**src/verilog/astx_pkg.sv**
```systemverilog
package astx_pkg;
    // ****************************************
    // Register map and fields
    // ****************************************
    localparam int DW = 16;
    localparam logic [7:0] ADDR_CTRL = 8'h00;
    localparam logic [7:0] ADDR_BAUD = 8'h04;
    localparam logic [7:0] ADDR_STAT = 8'h08;
    localparam logic [7:0] ADDR_DATA = 8'h0c;
    localparam logic [7:0] ADDR_QSLOT = 8'h10;
    localparam int CB_TX_ON = 0;
    localparam int CB_RX_ON = 1;
    localparam int CB_BREAK = 2;
    localparam int CB_NINE = 3;
    localparam int CB_OPEN_DRAIN = 4;
    localparam int CB_EMPTY_IRQ = 5;
    localparam int CB_DONE_IRQ = 6;
    localparam int CB_GPO_LEVEL = 7;
    localparam int CB_GPO_DIR = 8;
    localparam int CTRL_W = 9;
    localparam logic [CTRL_W-1:0] CTRL_RST = 9'h180;
    localparam int BAUD_W = 13;
    localparam logic [BAUD_W-1:0] BAUD_RST = 13'h0000;
    localparam int SB_TX_EMPTY = 0;
    localparam int SB_TX_DONE = 1;
    localparam int SB_RX_FULL = 2;
    localparam int SB_NOISE = 3;
    localparam int SB_RX_ACTIVE = 4;
    // ****************************************
    // Frame and sample timing
    // ****************************************
    localparam int FW = 11;
    localparam logic [FW-1:0] FRAME_ONES = 11'h7ff;
    localparam logic [FW-1:0] FRAME_ZEROS = 11'h000;
    localparam logic [3:0] FLEN_8 = 4'ha;
    localparam logic [3:0] FLEN_9 = 4'hb;
    localparam logic [3:0] ONE_BIT = 4'h1;
    localparam logic [3:0] NDATA_8 = 4'h8;
    localparam logic [3:0] NDATA_9 = 4'h9;
    localparam logic [3:0] RT_LAST = 4'hf;
    localparam logic [4:0] RT_FIRST = 5'h01;
    localparam logic [4:0] RT_CHK_A = 5'h03;
    localparam logic [4:0] RT_CHK_B = 5'h05;
    localparam logic [4:0] RT_CHK_C = 5'h07;
    localparam logic [4:0] RT_VOTE_A = 5'h08;
    localparam logic [4:0] RT_VOTE_B = 5'h09;
    localparam logic [4:0] RT_VOTE_C = 5'h0a;
    localparam logic [4:0] RT_WRAP = 5'h10;
    localparam logic [2:0] HIST_MARK = 3'h7;
    localparam logic [2:0] HIST_CLR = 3'h0;

    typedef enum logic [2:0] {
        TX_IDLE, TX_PRE, TX_DATA, TX_BRK, TX_MARK
    } astx_tx_e;
    typedef enum logic [1:0] {
        RX_SEARCH, RX_CHECK, RX_FRAME
    } astx_rx_e;
endpackage

```
**src/verilog/astx_bitproc.sv**
```systemverilog
// The implementer's own choices: the address map and the strobed register port.
`timescale 1ns/10ps
// Contract
// - Holding register buffers frame while shifter sends
// - Shifter drives line while enabled or finishing
// - Open-drain select applies to serial and GPO
// - Data write loads holding, clears empty flag
// - Shifter done: move holding, set empty flag
// - Done flag low while busy; read-then-write clears
// - Enabling sends idle preamble, then sets done
// - Break sends whole zero frames while requested
// - After break: one mark bit, then done flag
// - All sent: both flags set, line marks
// - Disable finishes frames, releases pin, drops buffer
// - Quick disable/enable inserts preamble then continues
// - Interrupt request on empty or done flags
// - Preamble is 10 or 11 ones
// - Sample clock is sixteen times baud rate
// - Start needs three highs then low
// - Start checks at periods three, five, seven
// - Counter restarts on falling edge or wrap
// - Majority of periods eight-ten decides bit
// - Disagreement sets noise, reported with full flag
// - Sync held through stop, then search again
// - Receive enable starts fresh start-bit search
// - Frames of 10 or 11 bits, LSB first
// - Baud is clock over 32 times divisor
// - Stop bit moves data and sets full flag
module astx_bitproc
    import astx_pkg::*;
(
    input wire logic i_mclk,
    input wire logic i_rst_n,
    input wire logic [7:0] i_addr,
    input wire logic [DW-1:0] i_wdata,
    input wire logic i_wr,
    input wire logic i_rd,
    output logic [DW-1:0] o_rdata,
    input wire logic i_rxd,
    output logic o_txd_o,
    output logic o_txd_oe,
    output logic o_tx_irq
);
    // ****************************************
    // Register port
    // ****************************************
    logic [CTRL_W-1:0] ctrl_q;
    logic [BAUD_W-1:0] baud_q;
    logic [8:0] tx_hold_q;
    logic [8:0] rx_hold_q;
    logic [DW-1:0] rdata_q;
    logic tx_buf_empty_flag_q, tc_q, rx_buf_full_flag_q, noise_q, raf_q;
    logic tc_armed_q, rx_armed_q;
    logic busy, tc_vis;
    logic [DW-1:0] stat_word, rd_mux;

    wire wr_ctrl = i_wr && (i_addr == ADDR_CTRL);
    wire wr_baud = i_wr && (i_addr == ADDR_BAUD);
    wire wr_data = i_wr && (i_addr == ADDR_DATA);
    wire wr_qslot = i_wr && (i_addr == ADDR_QSLOT);
    wire rd_stat = i_rd && (i_addr == ADDR_STAT);
    wire rd_data = i_rd && (i_addr == ADDR_DATA);
    wire tx_on = ctrl_q[CB_TX_ON];
    wire rx_on = ctrl_q[CB_RX_ON];
    wire send_break = ctrl_q[CB_BREAK];
    wire nine = ctrl_q[CB_NINE];
    wire open_drain = ctrl_q[CB_OPEN_DRAIN];

    // Done flag reads low whenever the shifter is busy
    assign tc_vis = tc_q && !busy;
    always_comb begin
        stat_word = '0;
        stat_word[SB_TX_EMPTY] = tx_buf_empty_flag_q;
        stat_word[SB_TX_DONE] = tc_vis;
        stat_word[SB_RX_FULL] = rx_buf_full_flag_q;
        stat_word[SB_NOISE] = noise_q;
        stat_word[SB_RX_ACTIVE] = raf_q;
    end
    // Unmapped addresses read as zero
    assign rd_mux = (i_addr == ADDR_CTRL) ? DW'(ctrl_q) :
                    (i_addr == ADDR_BAUD) ? DW'(baud_q) :
                    (i_addr == ADDR_STAT) ? stat_word :
                    (i_addr == ADDR_DATA) ? DW'(rx_hold_q) : '0;

    always_ff @(posedge i_mclk or negedge i_rst_n) begin
        if (!i_rst_n) begin
            ctrl_q <= CTRL_RST;
            baud_q <= BAUD_RST;
            tx_hold_q <= '0;
            rdata_q <= '0;
        end else begin
            if (wr_ctrl) ctrl_q <= i_wdata[CTRL_W-1:0];
            if (wr_baud) baud_q <= i_wdata[BAUD_W-1:0];
            if (wr_data) tx_hold_q <= i_wdata[8:0];
            rdata_q <= i_rd ? rd_mux : '0;
        end
    end
    assign o_rdata = rdata_q;

    // ****************************************
    // Baud generator
    // ****************************************
    // Sample tick every 2*divisor clocks: 16 ticks per bit gives /32
    logic [13:0] bcnt_q;
    wire baud_off = (baud_q == BAUD_RST);
    wire [13:0] tick_at = {baud_q, 1'b0} - 14'h1;
    wire tick = !baud_off && (bcnt_q >= tick_at);

    always_ff @(posedge i_mclk or negedge i_rst_n) begin
        if (!i_rst_n) bcnt_q <= '0;
        else if (baud_off || tick) bcnt_q <= '0;
        else bcnt_q <= bcnt_q + 14'h1;
    end

    // ****************************************
    // Transmitter
    // ****************************************
    astx_tx_e tx_st_q, nx_st;
    logic [FW-1:0] tx_sh_q, nx_sh;
    logic [3:0] tx_cnt_q, nx_cnt, tx_rt_q;
    logic ton_prev_q, pre_pend_q;

    wire [3:0] flen = nine ? FLEN_9 : FLEN_8;
    wire [FW-1:0] frame_word = nine ?
        {1'b1, tx_hold_q[8], tx_hold_q[7:0], 1'b0} :
        {2'b11, tx_hold_q[7:0], 1'b0};
    assign busy = (tx_st_q != TX_IDLE);
    wire bit_end = busy && tick && (tx_rt_q == RT_LAST);
    // Frames start only on a sample tick so bits keep full length
    wire free = (!busy && tick) || (bit_end && tx_cnt_q == ONE_BIT);
    wire ton_rise = tx_on && !ton_prev_q;

    always_comb begin
        nx_st = TX_IDLE;
        nx_sh = FRAME_ONES;
        nx_cnt = flen;
        if (tx_st_q == TX_BRK && !(send_break && tx_on)) begin
            nx_st = TX_MARK;
            nx_cnt = ONE_BIT;
        end else if (!tx_on) begin
            nx_st = TX_IDLE;
        end else if (pre_pend_q) begin
            nx_st = TX_PRE;
        end else if (send_break) begin
            nx_st = TX_BRK;
            nx_sh = FRAME_ZEROS;
        end else if (!tx_buf_empty_flag_q) begin
            nx_st = TX_DATA;
            nx_sh = frame_word;
        end
    end

    wire load_data = free && (nx_st == TX_DATA);
    wire pre_take = free && (nx_st == TX_PRE);
    wire discard = free && !tx_on;
    wire tc_set = free && busy && (tx_st_q == TX_PRE ||
        tx_st_q == TX_MARK || nx_st == TX_IDLE);
    wire tc_clr = tc_armed_q && (wr_data || wr_qslot);

    always_ff @(posedge i_mclk or negedge i_rst_n) begin
        if (!i_rst_n) begin
            tx_st_q <= TX_IDLE;
            tx_sh_q <= FRAME_ONES;
            tx_cnt_q <= '0;
            tx_rt_q <= '0;
        end else if (free) begin
            tx_st_q <= nx_st;
            tx_sh_q <= nx_sh;
            tx_cnt_q <= nx_cnt;
            tx_rt_q <= '0;
        end else if (bit_end) begin
            tx_sh_q <= {1'b1, tx_sh_q[FW-1:1]};
            tx_cnt_q <= tx_cnt_q - ONE_BIT;
            tx_rt_q <= '0;
        end else if (busy && tick) begin
            tx_rt_q <= tx_rt_q + 4'h1;
        end
    end

    // Set wins over software clear on the done flag; a data write
    // beats the load-time empty-flag set since it leaves a fresh frame pending, but not the discard set
    always_ff @(posedge i_mclk or negedge i_rst_n) begin
        if (!i_rst_n) begin
            ton_prev_q <= 1'b0;
            pre_pend_q <= 1'b0;
            tx_buf_empty_flag_q <= 1'b1;
            tc_q <= 1'b1;
            tc_armed_q <= 1'b0;
        end else begin
            ton_prev_q <= tx_on;
            pre_pend_q <= ton_rise || (pre_pend_q && !pre_take);
            tx_buf_empty_flag_q <= discard || (!wr_data && (load_data || tx_buf_empty_flag_q));
            tc_q <= tc_set || (tc_q && !tc_clr);
            if (tc_clr) tc_armed_q <= 1'b0;
            else if (rd_stat && tc_vis) tc_armed_q <= 1'b1;
        end
    end

    assign o_tx_irq = (tx_buf_empty_flag_q && ctrl_q[CB_EMPTY_IRQ]) ||
                      (tc_vis && ctrl_q[CB_DONE_IRQ]);

    // ****************************************
    // Transmit pin
    // ****************************************
    wire sci_drive = tx_on || busy;
    wire tx_lvl = tx_sh_q[0];
    wire pin_lvl = sci_drive ? tx_lvl : ctrl_q[CB_GPO_LEVEL];
    wire pin_en = sci_drive || ctrl_q[CB_GPO_DIR];
    // Open drain only ever pulls low; pull-up is external
    wire pin_oe_d = pin_en && (!open_drain || !pin_lvl);
    wire pin_o_d = pin_lvl && !open_drain;
    logic pin_o_q, pin_oe_q;

    always_ff @(posedge i_mclk or negedge i_rst_n) begin
        if (!i_rst_n) begin
            pin_o_q <= 1'b1;
            pin_oe_q <= 1'b1;
        end else begin
            pin_o_q <= pin_o_d;
            pin_oe_q <= pin_oe_d;
        end
    end
    assign o_txd_o = pin_o_q;
    assign o_txd_oe = pin_oe_q;

    // ****************************************
    // Receiver bit processor
    // ****************************************
    logic rx_m_q, rx_s_q;
    astx_rx_e rx_st_q;
    logic [2:0] hist_q, chk_q;
    logic [4:0] rt_q;
    logic [3:0] rbit_q;
    logic [8:0] rsh_q;
    logic prev_q, wnoise_q;

    always_ff @(posedge i_mclk or negedge i_rst_n) begin
        if (!i_rst_n) begin
            rx_m_q <= 1'b1;
            rx_s_q <= 1'b1;
        end else begin
            rx_m_q <= i_rxd;
            rx_s_q <= rx_m_q;
        end
    end

    wire s = rx_s_q;
    wire [4:0] rt_nx = (rt_q == RT_WRAP) ? RT_FIRST : rt_q + 5'h1;
    wire fall = prev_q && !s;
    wire [3:0] ndata = nine ? NDATA_9 : NDATA_8;
    wire two_hi = (chk_q[0] && chk_q[1]) || (chk_q[0] && s) ||
                  (chk_q[1] && s);
    wire vote = (chk_q[0] && chk_q[1]) || (chk_q[0] && s) ||
                (chk_q[1] && s);
    wire split = !((chk_q[0] == chk_q[1]) && (chk_q[1] == s));
    wire in_frame = (rx_st_q == RX_FRAME) && !fall;
    wire at_vote = tick && in_frame && (rt_nx == RT_VOTE_C);
    wire at_stop = at_vote && (rbit_q > ndata);
    wire xfer = at_stop && !rx_buf_full_flag_q;
    wire rx_clr = rx_armed_q && rd_data;

    always_ff @(posedge i_mclk or negedge i_rst_n) begin
        if (!i_rst_n) begin
            rx_st_q <= RX_SEARCH;
            hist_q <= HIST_CLR;
            chk_q <= HIST_CLR;
            rt_q <= RT_FIRST;
            rbit_q <= '0;
            rsh_q <= '0;
            prev_q <= 1'b1;
            wnoise_q <= 1'b0;
            raf_q <= 1'b0;
        end else if (!rx_on) begin
            rx_st_q <= RX_SEARCH;
            hist_q <= HIST_CLR;
            raf_q <= 1'b0;
        end else if (tick) begin
            prev_q <= s;
            if (xfer) wnoise_q <= 1'b0;
            case (rx_st_q)
                RX_SEARCH: begin
                    hist_q <= {hist_q[1:0], s};
                    if (!s && hist_q == HIST_MARK) begin
                        rt_q <= RT_FIRST;
                        raf_q <= 1'b1;
                        rx_st_q <= RX_CHECK;
                    end else if (!s && hist_q[0]) begin
                        wnoise_q <= 1'b1;
                    end
                end
                RX_CHECK: begin
                    rt_q <= rt_nx;
                    if (rt_nx == RT_CHK_A) begin
                        chk_q[0] <= s;
                    end else if (rt_nx == RT_CHK_B) begin
                        chk_q[1] <= s;
                        if (chk_q[0] && s) begin
                            wnoise_q <= 1'b1;
                            raf_q <= 1'b0;
                            hist_q <= 3'(s);
                            rx_st_q <= RX_SEARCH;
                        end
                    end else if (rt_nx == RT_CHK_C) begin
                        if (two_hi) begin
                            wnoise_q <= 1'b1;
                            raf_q <= 1'b0;
                            hist_q <= 3'(s);
                            rx_st_q <= RX_SEARCH;
                        end else begin
                            if (split) wnoise_q <= 1'b1;
                            rbit_q <= '0;
                            rx_st_q <= RX_FRAME;
                        end
                    end
                end
                RX_FRAME: begin
                    rt_q <= fall ? RT_FIRST : rt_nx;
                    if (in_frame && rt_nx == RT_VOTE_A) chk_q[0] <= s;
                    if (in_frame && rt_nx == RT_VOTE_B) chk_q[1] <= s;
                    if (at_vote) begin
                        if (split && !xfer) wnoise_q <= 1'b1;
                        rbit_q <= rbit_q + 4'h1;
                        if (rbit_q != '0 && rbit_q <= ndata) begin
                            rsh_q <= {vote, rsh_q[8:1]};
                        end
                    end
                    if (at_stop) begin
                        rx_st_q <= RX_SEARCH;
                        raf_q <= 1'b0;
                        hist_q <= {3{vote}};
                    end
                end
                default: rx_st_q <= RX_SEARCH;
            endcase
        end
    end

    always_ff @(posedge i_mclk or negedge i_rst_n) begin
        if (!i_rst_n) begin
            rx_hold_q <= '0;
            rx_buf_full_flag_q <= 1'b0;
            noise_q <= 1'b0;
            rx_armed_q <= 1'b0;
        end else begin
            if (xfer) begin
                rx_hold_q <= nine ? rsh_q : {1'b0, rsh_q[8:1]};
                noise_q <= wnoise_q || split;
            end else if (rx_clr) begin
                noise_q <= 1'b0;
            end
            rx_buf_full_flag_q <= xfer || (rx_buf_full_flag_q && !rx_clr);
            if (rx_clr) rx_armed_q <= 1'b0;
            else if (rd_stat && rx_buf_full_flag_q) rx_armed_q <= 1'b1;
        end
    end

    // ****************************************
    // Checks
    // ****************************************
    a_write_clears_empty: assert property (
        @(posedge i_mclk) disable iff (!i_rst_n)
        wr_data |=> !tx_buf_empty_flag_q)
        else $error("Data write did not clear empty flag");
    a_idle_line_mark: assert property (
        @(posedge i_mclk) disable iff (!i_rst_n)
        (!busy && tx_on) |-> ##1 (pin_o_q || open_drain) && !pin_oe_q
            || pin_o_q)
        else $error("Idle transmitter not marking");
    a_break_zero: assert property (
        @(posedge i_mclk) disable iff (!i_rst_n)
        (tx_st_q == TX_BRK) |-> !tx_lvl)
        else $error("Break frame sent a one");
    a_done_busy_low: assert property (
        @(posedge i_mclk) disable iff (!i_rst_n)
        busy |-> !stat_word[SB_TX_DONE])
        else $error("Done flag visible while busy");
    a_open_drain_pin: assert property (
        @(posedge i_mclk) disable iff (!i_rst_n)
        $past(open_drain) && o_txd_oe |-> !o_txd_o)
        else $error("Open drain drove a high level");
    a_baud_stopped: assert property (
        @(posedge i_mclk) disable iff (!i_rst_n)
        baud_off |-> !tick)
        else $error("Baud tick with zero divisor");
    a_rt_in_range: assert property (
        @(posedge i_mclk) disable iff (!i_rst_n)
        (rx_st_q != RX_SEARCH) |-> rt_q >= RT_FIRST && rt_q <= RT_WRAP)
        else $error("Sample counter out of range");
    a_full_after_stop: assert property (
        @(posedge i_mclk) disable iff (!i_rst_n)
        xfer |=> rx_buf_full_flag_q && rx_st_q == RX_SEARCH && !raf_q)
        else $error("Stop bit did not fill receive buffer");
    a_noise_with_full: assert property (
        @(posedge i_mclk) disable iff (!i_rst_n)
        $rose(noise_q) |-> $rose(rx_buf_full_flag_q))
        else $error("Noise flag set apart from full flag");
    a_search_raf_low: assert property (
        @(posedge i_mclk) disable iff (!i_rst_n)
        (rx_st_q == RX_SEARCH) |-> !raf_q)
        else $error("Receiver active flag set while searching");
endmodule

```
**config.mk**
```make
export PLATFORM = sky130hd
export DESIGN_NAME = astx_bitproc
export DESIGN_NICKNAME = d
export VERILOG_FILES = /design/src/verilog/astx_pkg.sv /design/src/verilog/astx_bitproc.sv
export SDC_FILE = /design/constraint.sdc
export NUM_CORES = 1
export LEC_CHECK = 0
export BUFFER_PORTS_ARGS = -buffer_cell sky130_fd_sc_hd__clkbuf_2
export CAP_MARGIN = 20
export CORE_ASPECT_RATIO = 1.5
export CORE_MARGIN = 2
export CORE_UTILIZATION = 61
export DETAILED_ROUTE_END_ITERATION = 10
export HOLD_SLACK_MARGIN = 0.03
export PLACE_DENSITY = 0.8
export SLEW_MARGIN = 25
export SYNTH_ARGS = -nofsm -noshare
export SYNTH_HDL_FRONTEND = slang
export SYNTH_SLANG_ARGS = --single-unit
```
**constraint.sdc**
```tcl
create_clock -name i_mclk -period 4.7 [get_ports i_mclk]
set_input_delay 0.47 -clock i_mclk [delete_from_list [all_inputs] [get_ports i_mclk]]
set_output_delay 0.47 -clock i_mclk [all_outputs]
set_load 0.03 [all_outputs]
```
==> out/metrics.yaml, run 1 <==
ir_drop_uv: 235
slew_violations: 0
drt-total-wl_mm: 17.6
clock-sinks: 129
final_nets: 794
place_ws_ps: 340
end_kind: "flop"
syn-instance-count: 685
pwr-share-comb_pct: 8.9
drc: 0
period_minus_slack_ps: 4260
worst-setup-path-type: "reg2reg"
rows: 47
r2r_end: "rbit_q[2]"
firstDrtPassIters: 6
rsz0062_at_grt: "false"
final_cell_area_sq_um: 7950
viasPerCell: 6.31
port_buffers: 41
drive_above_1_share_pct: 21.5
worst_pin_slew_ps: 728
dpl_cell_area_sq_um: 7310
synth_cell_type_count: 65
ctsHtreeMaxLevel: 4
hp-class: "in2async"
slew_headroom_pct: 51.3
switching_share_pct: 25.6
grt_pass1_vias: 5910
rrSetupSlack_ps: 440
run_status: "completed"
async_reset_ff_share_pct: 100
grt_overflow: 0
tns_ps: 0
internal_power_w: 0.00207
cts_tree: "yes"
yosys_warnings: 0
power.density_nw_per_um2: 350
antenna_found_initial: 0
die_w_um: 91.1
cts_max_path_buffers: 2
vias: 5622
cp_data_required_time_ps: 5040
p_switching_w: 0.000712
synth_ff_type: "dfrtp_1"
maxCapViolCount: 0
clk_root_buffer_cell: "clkbuf_16"
reg2regPathDepth: 14
numCtsBuffers: 17
skew_ps: 8.80
grtUsageTotal_pct: 29.7
grt_max_degree: 52
synth-seq-cells: 129
yosysSeqAreaShare_pct: 46.9
hold_viol: 0
pwr-share-seq_pct: 42.7
max_freq_mhz: 235
hpwl_mm: 11.9
crit_fanout: 8
routabilityCongestion: 0.908
fillCellCount: 798
die_area_sq_um: 12300
start_kind: "flop"
r2r-start: "baud_q[3]"
power_leakage_nw: 3.75
diodes: 0
arrival_ps: 4600
avgSynthCellArea_sq_um: 10.1
timing.final.crit_share_pct: 90.6
setup_ws_ps: 441
start_util_pct: 62.7
insertion_delay_ps: 420
cts_hold_buf: 0
syn2layout_area_growth_pct: 14.6
crit_path_end: "rbit_q[2]"
grt_pass1_wl_mm: 28.8
startpoint: "baud_q[3]"
pwr-share-clk_pct: 48.5
chipHeight_um: 135
detail-route-antenna-nets: 0
clkSlewWorstSetupHoldPaths_ps: 60
num_io_pins: 48
dr.first_iter.drc_count: 447
setup_viol: 0
core_sq_um: 11100
synth_area_sq_um: 6940
synth-edff-count: 0
routedWlPerCell_um: 19.7
-- critical path, stage by stage, from the launching register on --
cell	delay, ps
dfrtp_1	450
nor4_2	320
buf_4	190
nor4b_2	280
nand2b_1	140
nor4_1	260
xnor2_1	140
ha_1	310
and4_1	240
nand3_1	180
a311oi_4	420
o21a_1	350
nand2_1	220
or4_1	570
nand3_1	110
-- worst min-delay path by stage --
stage / start / endpoint / slack [ps] / depth (start not counted)
3_5_place_dp: rx_m_q / rx_s_q / 350 / 0
2_1_floorplan: i_rst_n / baud_q[0] / 170 / 0
5_1_grt: i_rxd / rx_m_q / 110 / 1
3_3_place_gp: rx_m_q / rx_s_q / 350 / 0
4_1_cts: i_rst_n / tx_hold_q[4] / 90 / 1
6_report: i_rst_n / tx_hold_q[4] / 80 / 1
-- power by group through the flow --
stage                     clock, W  sequential, W  combinational (W)
after floorplan                  0        0.00119           0.000150
after global placement           0        0.00120           0.000214
after detailed placement         0        0.00120           0.000229
after CTS                  0.00136        0.00118           0.000241
after global routing       0.00141        0.00119           0.000267
final                      0.00135        0.00119           0.000247
-- layout make-up --
class | count | area, sq um | area share (%)
multi-input cells | 504 | 3510 | 44.1
inverters | 26 | 97.6 | 1.23
repair buffers | 53 | 298 | 3.75
well taps | 147 | 184 | 2.31
clock inverters | 13 | 148 | 1.86
flip-flops and latches | 129 | 3250 | 40.9
clock buffers | 19 | 464 | 5.84
-- synthesized netlist by cell type (all sizes together) (17+ instances only) --
cell / instances / area (sq um)
dfrtp: 108 / 2700
nand2: 66 / 248
nor2: 56 / 210
a21oi: 46 / 230
mux2: 43 / 484
o21ai: 37 / 185
ha: 34 / 425
inv: 25 / 93.8
nand3: 25 / 125
clkbuf: 21 / 78.8
dfstp: 21 / 552
o31ai: 18 / 135
mux2i: 17 / 170
-- sequential cells by signal, summed over array words and instances (netlist names), 2 cells and up --
signal	cells
baud_q	13
rt_q	5
rx_st_q	2
chk_q	2
tx_st_q	3
hist_q	3
tx_rt_q	4
rsh_q	9
tx_cnt_q	4
bcnt_q	14
rbit_q	4
ctrl_q	9
tx_hold_q	9
o_rdata	13
tx_sh_q	11
rx_hold_q	9
-- placed cells by master, fill, tap and decap left out, types with 5 or more instances in the layout --
cell type  instances
dfrtp_1          108
nand2_1           66
nor2_1            56
a21oi_1           46
mux2_2            43
clkbuf_2          40
o21ai_0           36
ha_1              34
inv_1             25
nand3_1           25
dfstp_2           21
o31ai_1           18
clkbuf_16         18
mux2i_1           17
xor2_1            16
buf_4             13
xnor2_1           11
nand2b_1          10
and2_1            10
nor3_1             8
and3_1             8
or3_1              7
nand4_1            7
a21o_1             6
or4_1              6
a31oi_1            6
and4_1             5
inv_6              5
-- repair_timing --
action                                  in CTS  in global routing
setup buffers                                0                  0
endpoints found under the setup margin       0                  6
gates resized for setup                      0                  3
-- per-layer routing --
| layer | vias to the layer above | routed length, um | GRT usage (%) |
|---|---|---|---|
| li1 | 2552 | - | - |
| met4 | 0 | 782 | 14.8 |
| met3 | 67 | 923 | 5.92 |
| met1 | 2747 | 6300 | 32.6 |
| met5 | - | 0 | 0 |
| met2 | 256 | 9570 | 54.4 |
-- cell families (layout without fill, tap and decap cells) --
| kind of cell | Yosys count | after routing | share of synthesized area, % |
|---|---|---|---|
| and+or+nand+nor | 228 | 228 | 16.2 |
| AOI/OAI and AO/OA | 148 | 148 | 13.4 |
| DFF | 129 | 129 | 46.9 |
| muxes | 64 | 64 | 10.7 |
| buffers and inverters | 54 | 111 | 3.12 |
| adders and majority gates | 34 | 34 | 6.13 |
| xor gates and xnor gates | 27 | 27 | 3.41 |
| other | 1 | 3 | 0.0541 |
-- per-stage QoR --
step / hold WS (ps) / utilization, % / total power [W] / std cells
floorplan: 174 / - / 0.00134 / 687
global route: 112 / 71.9 / 0.00287 / 891
finish: 78.0 / 71.9 / 0.00278 / 891
CTS: 90.9 / 71.7 / 0.00278 / 891
detailed placement: 348 / 66.1 / 0.00143 / 859
global placement: 348 / 66.1 / 0.00141 / 859
(Power assumes the default switching activity.)
==> run 2, diff against run 1 <==
ABC_AREA = 1   (was unset)
==> out/metrics.yaml, run 2 <==
drt-total-wl_mm: 16.4
final_nets: 986
hold_viol: 0
power_leakage_nw: 4.01
routabilityCongestion: 0.919
syn2layout_area_growth_pct: 12.3
period_minus_slack_ps: 3760
yosys-top-cells-area: "dfrtp_1, nand2_1, dfstp_2"
end_kind: "flop"
synth_area_sq_um: 7220
cp_data_required_time_ps: 5050
arrival_ps: 4110
diodes: 0
mostFrequentLayoutCells: "nand2_1, inv_1, dfrtp_1, o21ai_0, nor2_1"
setup_viol: 0
top_register: "bcnt_q"
path_buf_inv: 3
grt_pass1_vias: 5794
rows: 48
routedWlPerCell_um: 15.1
drive_above_1_share_pct: 16.0
cpMaxStageDelayCell: "dfrtp_1"
firstDrtPassIters: 5
grt_max_degree: 67
viasPerCell: 5.50
worst-setup-path-type: "reg2reg"
maxCapViolCount: 0
die_area_sq_um: 12700
cts_hold_buf: 0
cts_tree: "yes"
worstHoldStart: "i_rxd"
grt_overflow: 0
crit_fanout: 25
max_freq_mhz: 266
power.density_nw_per_um2: 326
yosys_warnings: 0
ir_drop_uv: 248
slowest_delay_ps: 440
hp-class: "in2reg"
grt_pass1_wl_mm: 27.0
antenna_found_initial: 0
synth-edff-count: 0
drc: 0
detail-route-antenna-nets: 0
vias: 5968
synth_cell_type_count: 50
num_io_pins: 48
yosysMostFrequentCell: "nand2_1"
start_util_pct: 62.6
async_reset_ff_share_pct: 100
layout_commonest_cell: "nand2_1"
yosysTopAreaCellShare_pct: 37.4
clock-sinks: 129
insertion_delay_ps: 430
ctsHtreeMaxLevel: 4
post-cts-setup-buffers: 0
crit_chain: "nor2_1, inv_1, nor4_1, nand2_1, nor2_1, nand2_1, inv_1, nand3_1, xor2_1, inv_1, ha_1, nand2_2, nor2_2, nand2_1, nor2_2, nand2_2, nand2_4, nand2_8, nor2_8, nand2_4, nand2_4, nand2_2, nor2_1, o21ai_0"
die_w_um: 92.8
reg2regPathDepth: 24
clk_root_buffer_cell: "clkbuf_16"
timing.final.crit_share_pct: 80.0
rrSetupSlack_ps: 940
worst_pin_slew_ps: 975
grtUsageTotal_pct: 27.3
synth_ff_type: "dfrtp_1"
slew_headroom_pct: 34.4
ys_top_cells_by_count: "nand2_1, inv_1, dfrtp_1, o21ai_0, nor2_1"
whs_ps: 129
slew_violations: 0
chipHeight_um: 137
r2r-start: "baud_q[2]"
run_status: "completed"
largest_reg_flops: 14
numCtsBuffers: 17
min_path_cells: 1
hpwl_mm: 11.8
clkSlewWorstSetupHoldPaths_ps: 70
syn-instance-count: 882
skew_ps: 13.5
r2r_end: "tx_sh_q[1]"
holdPathEnd: "rx_m_q"
dr.first_iter.drc_count: 479
yosysTopAreaCell: "dfrtp_1"
synth-seq-cells: 129
ctsResizeCount: 0
avgSynthCellArea_sq_um: 8.19
tns_ps: 0
start_kind: "flop"
core_sq_um: 11500
rsz0062_at_grt: "false"
cts_max_path_buffers: 2
cpLargestDelayFamily: "simple AND/OR/NAND/NOR gates"
yosysSeqAreaShare_pct: 45.1
port_buffers: 41
==> run 2: layout make-up <==
| cell class | instances | area [sq um] |
|---|---|---|
| tap | 150 | 188 |
| clock inverter | 15 | 163 |
| fill | 912 | 3430 |
| timing repair buffer | 43 | 235 |
| multi-input combinational | 597 | 3330 |
| clock buffer | 17 | 425 |
| inverter | 135 | 509 |
| sequential | 129 | 3250 |
==> run 2: worst register-to-register path, delay by kind of cell, from the launching register on <==
family                     cells  cell delay [ps]
AOI/OAI and AO/OA              1               90
buffers and inverters          3              220
adders and majority gates      1              280
DFF                            1              440
and+or+nand+nor               18             2530
xor gates and xnor gates       1              130
==> run 2: metal layers <==
metal	GRT usage, %	wire length, um	vias to the layer above
li1	-	-	2941
met1	31.4	6490	2842
met2	49.1	8800	150
met3	4.76	607	35
met4	13.2	522	0
met5	0	0	-
==> run 2: worst max-delay path by stage <==
stage               from    endpoint  slack, ps  cells past startpoint
3_5_place_dp   baud_q[2]  tx_sh_q[1]        960                     24
2_1_floorplan  baud_q[2]  pre_pend_q       1670                     25
3_3_place_gp   baud_q[2]  tx_sh_q[1]       1120                     24
4_1_cts        baud_q[2]  tx_sh_q[1]        940                     24
6_report       baud_q[2]  tx_sh_q[1]        940                     24
5_1_grt        baud_q[2]  tx_sh_q[1]        530                     24
==> run 2: logic make-up after synthesis <==
family,after synthesis,synth area share (%)
simple gates,381,25.8
compound gates,162,12.3
buf+inv,158,8.89
flops,129,45.1
fa+ha+maj,34,5.89
xor+xnor,16,1.94
other cells,1,0.0519
mux,1,0.139
==> run 2: report_power, final <==
group	total, W	switching, W	internal, W	leakage, nW
logic	0.000190	0.000129	0.0000610	2.05
clock network	0.00129	0.000579	0.000711	0.285
registers	0.00116	0.0000243	0.00114	1.67
total	0.00264	0.000732	0.00191	4.01
==> run 2: metrics by stage <==
stage | utilization (%) | area [sq um] | worst slack, ps | power [W] | cells
3_3_place_gp | 65.2 | 7520 | 1120 | 0.00136 | 1054
4_1_cts | 70.3 | 8110 | 938 | 0.00265 | 1086
3_5_place_dp | 65.2 | 7520 | 965 | 0.00137 | 1054
6_report | 70.3 | 8110 | 939 | 0.00264 | 1086
5_1_grt | 70.3 | 8110 | 535 | 0.00274 | 1086
2_1_floorplan | - | 7230 | 1670 | 0.00130 | 884
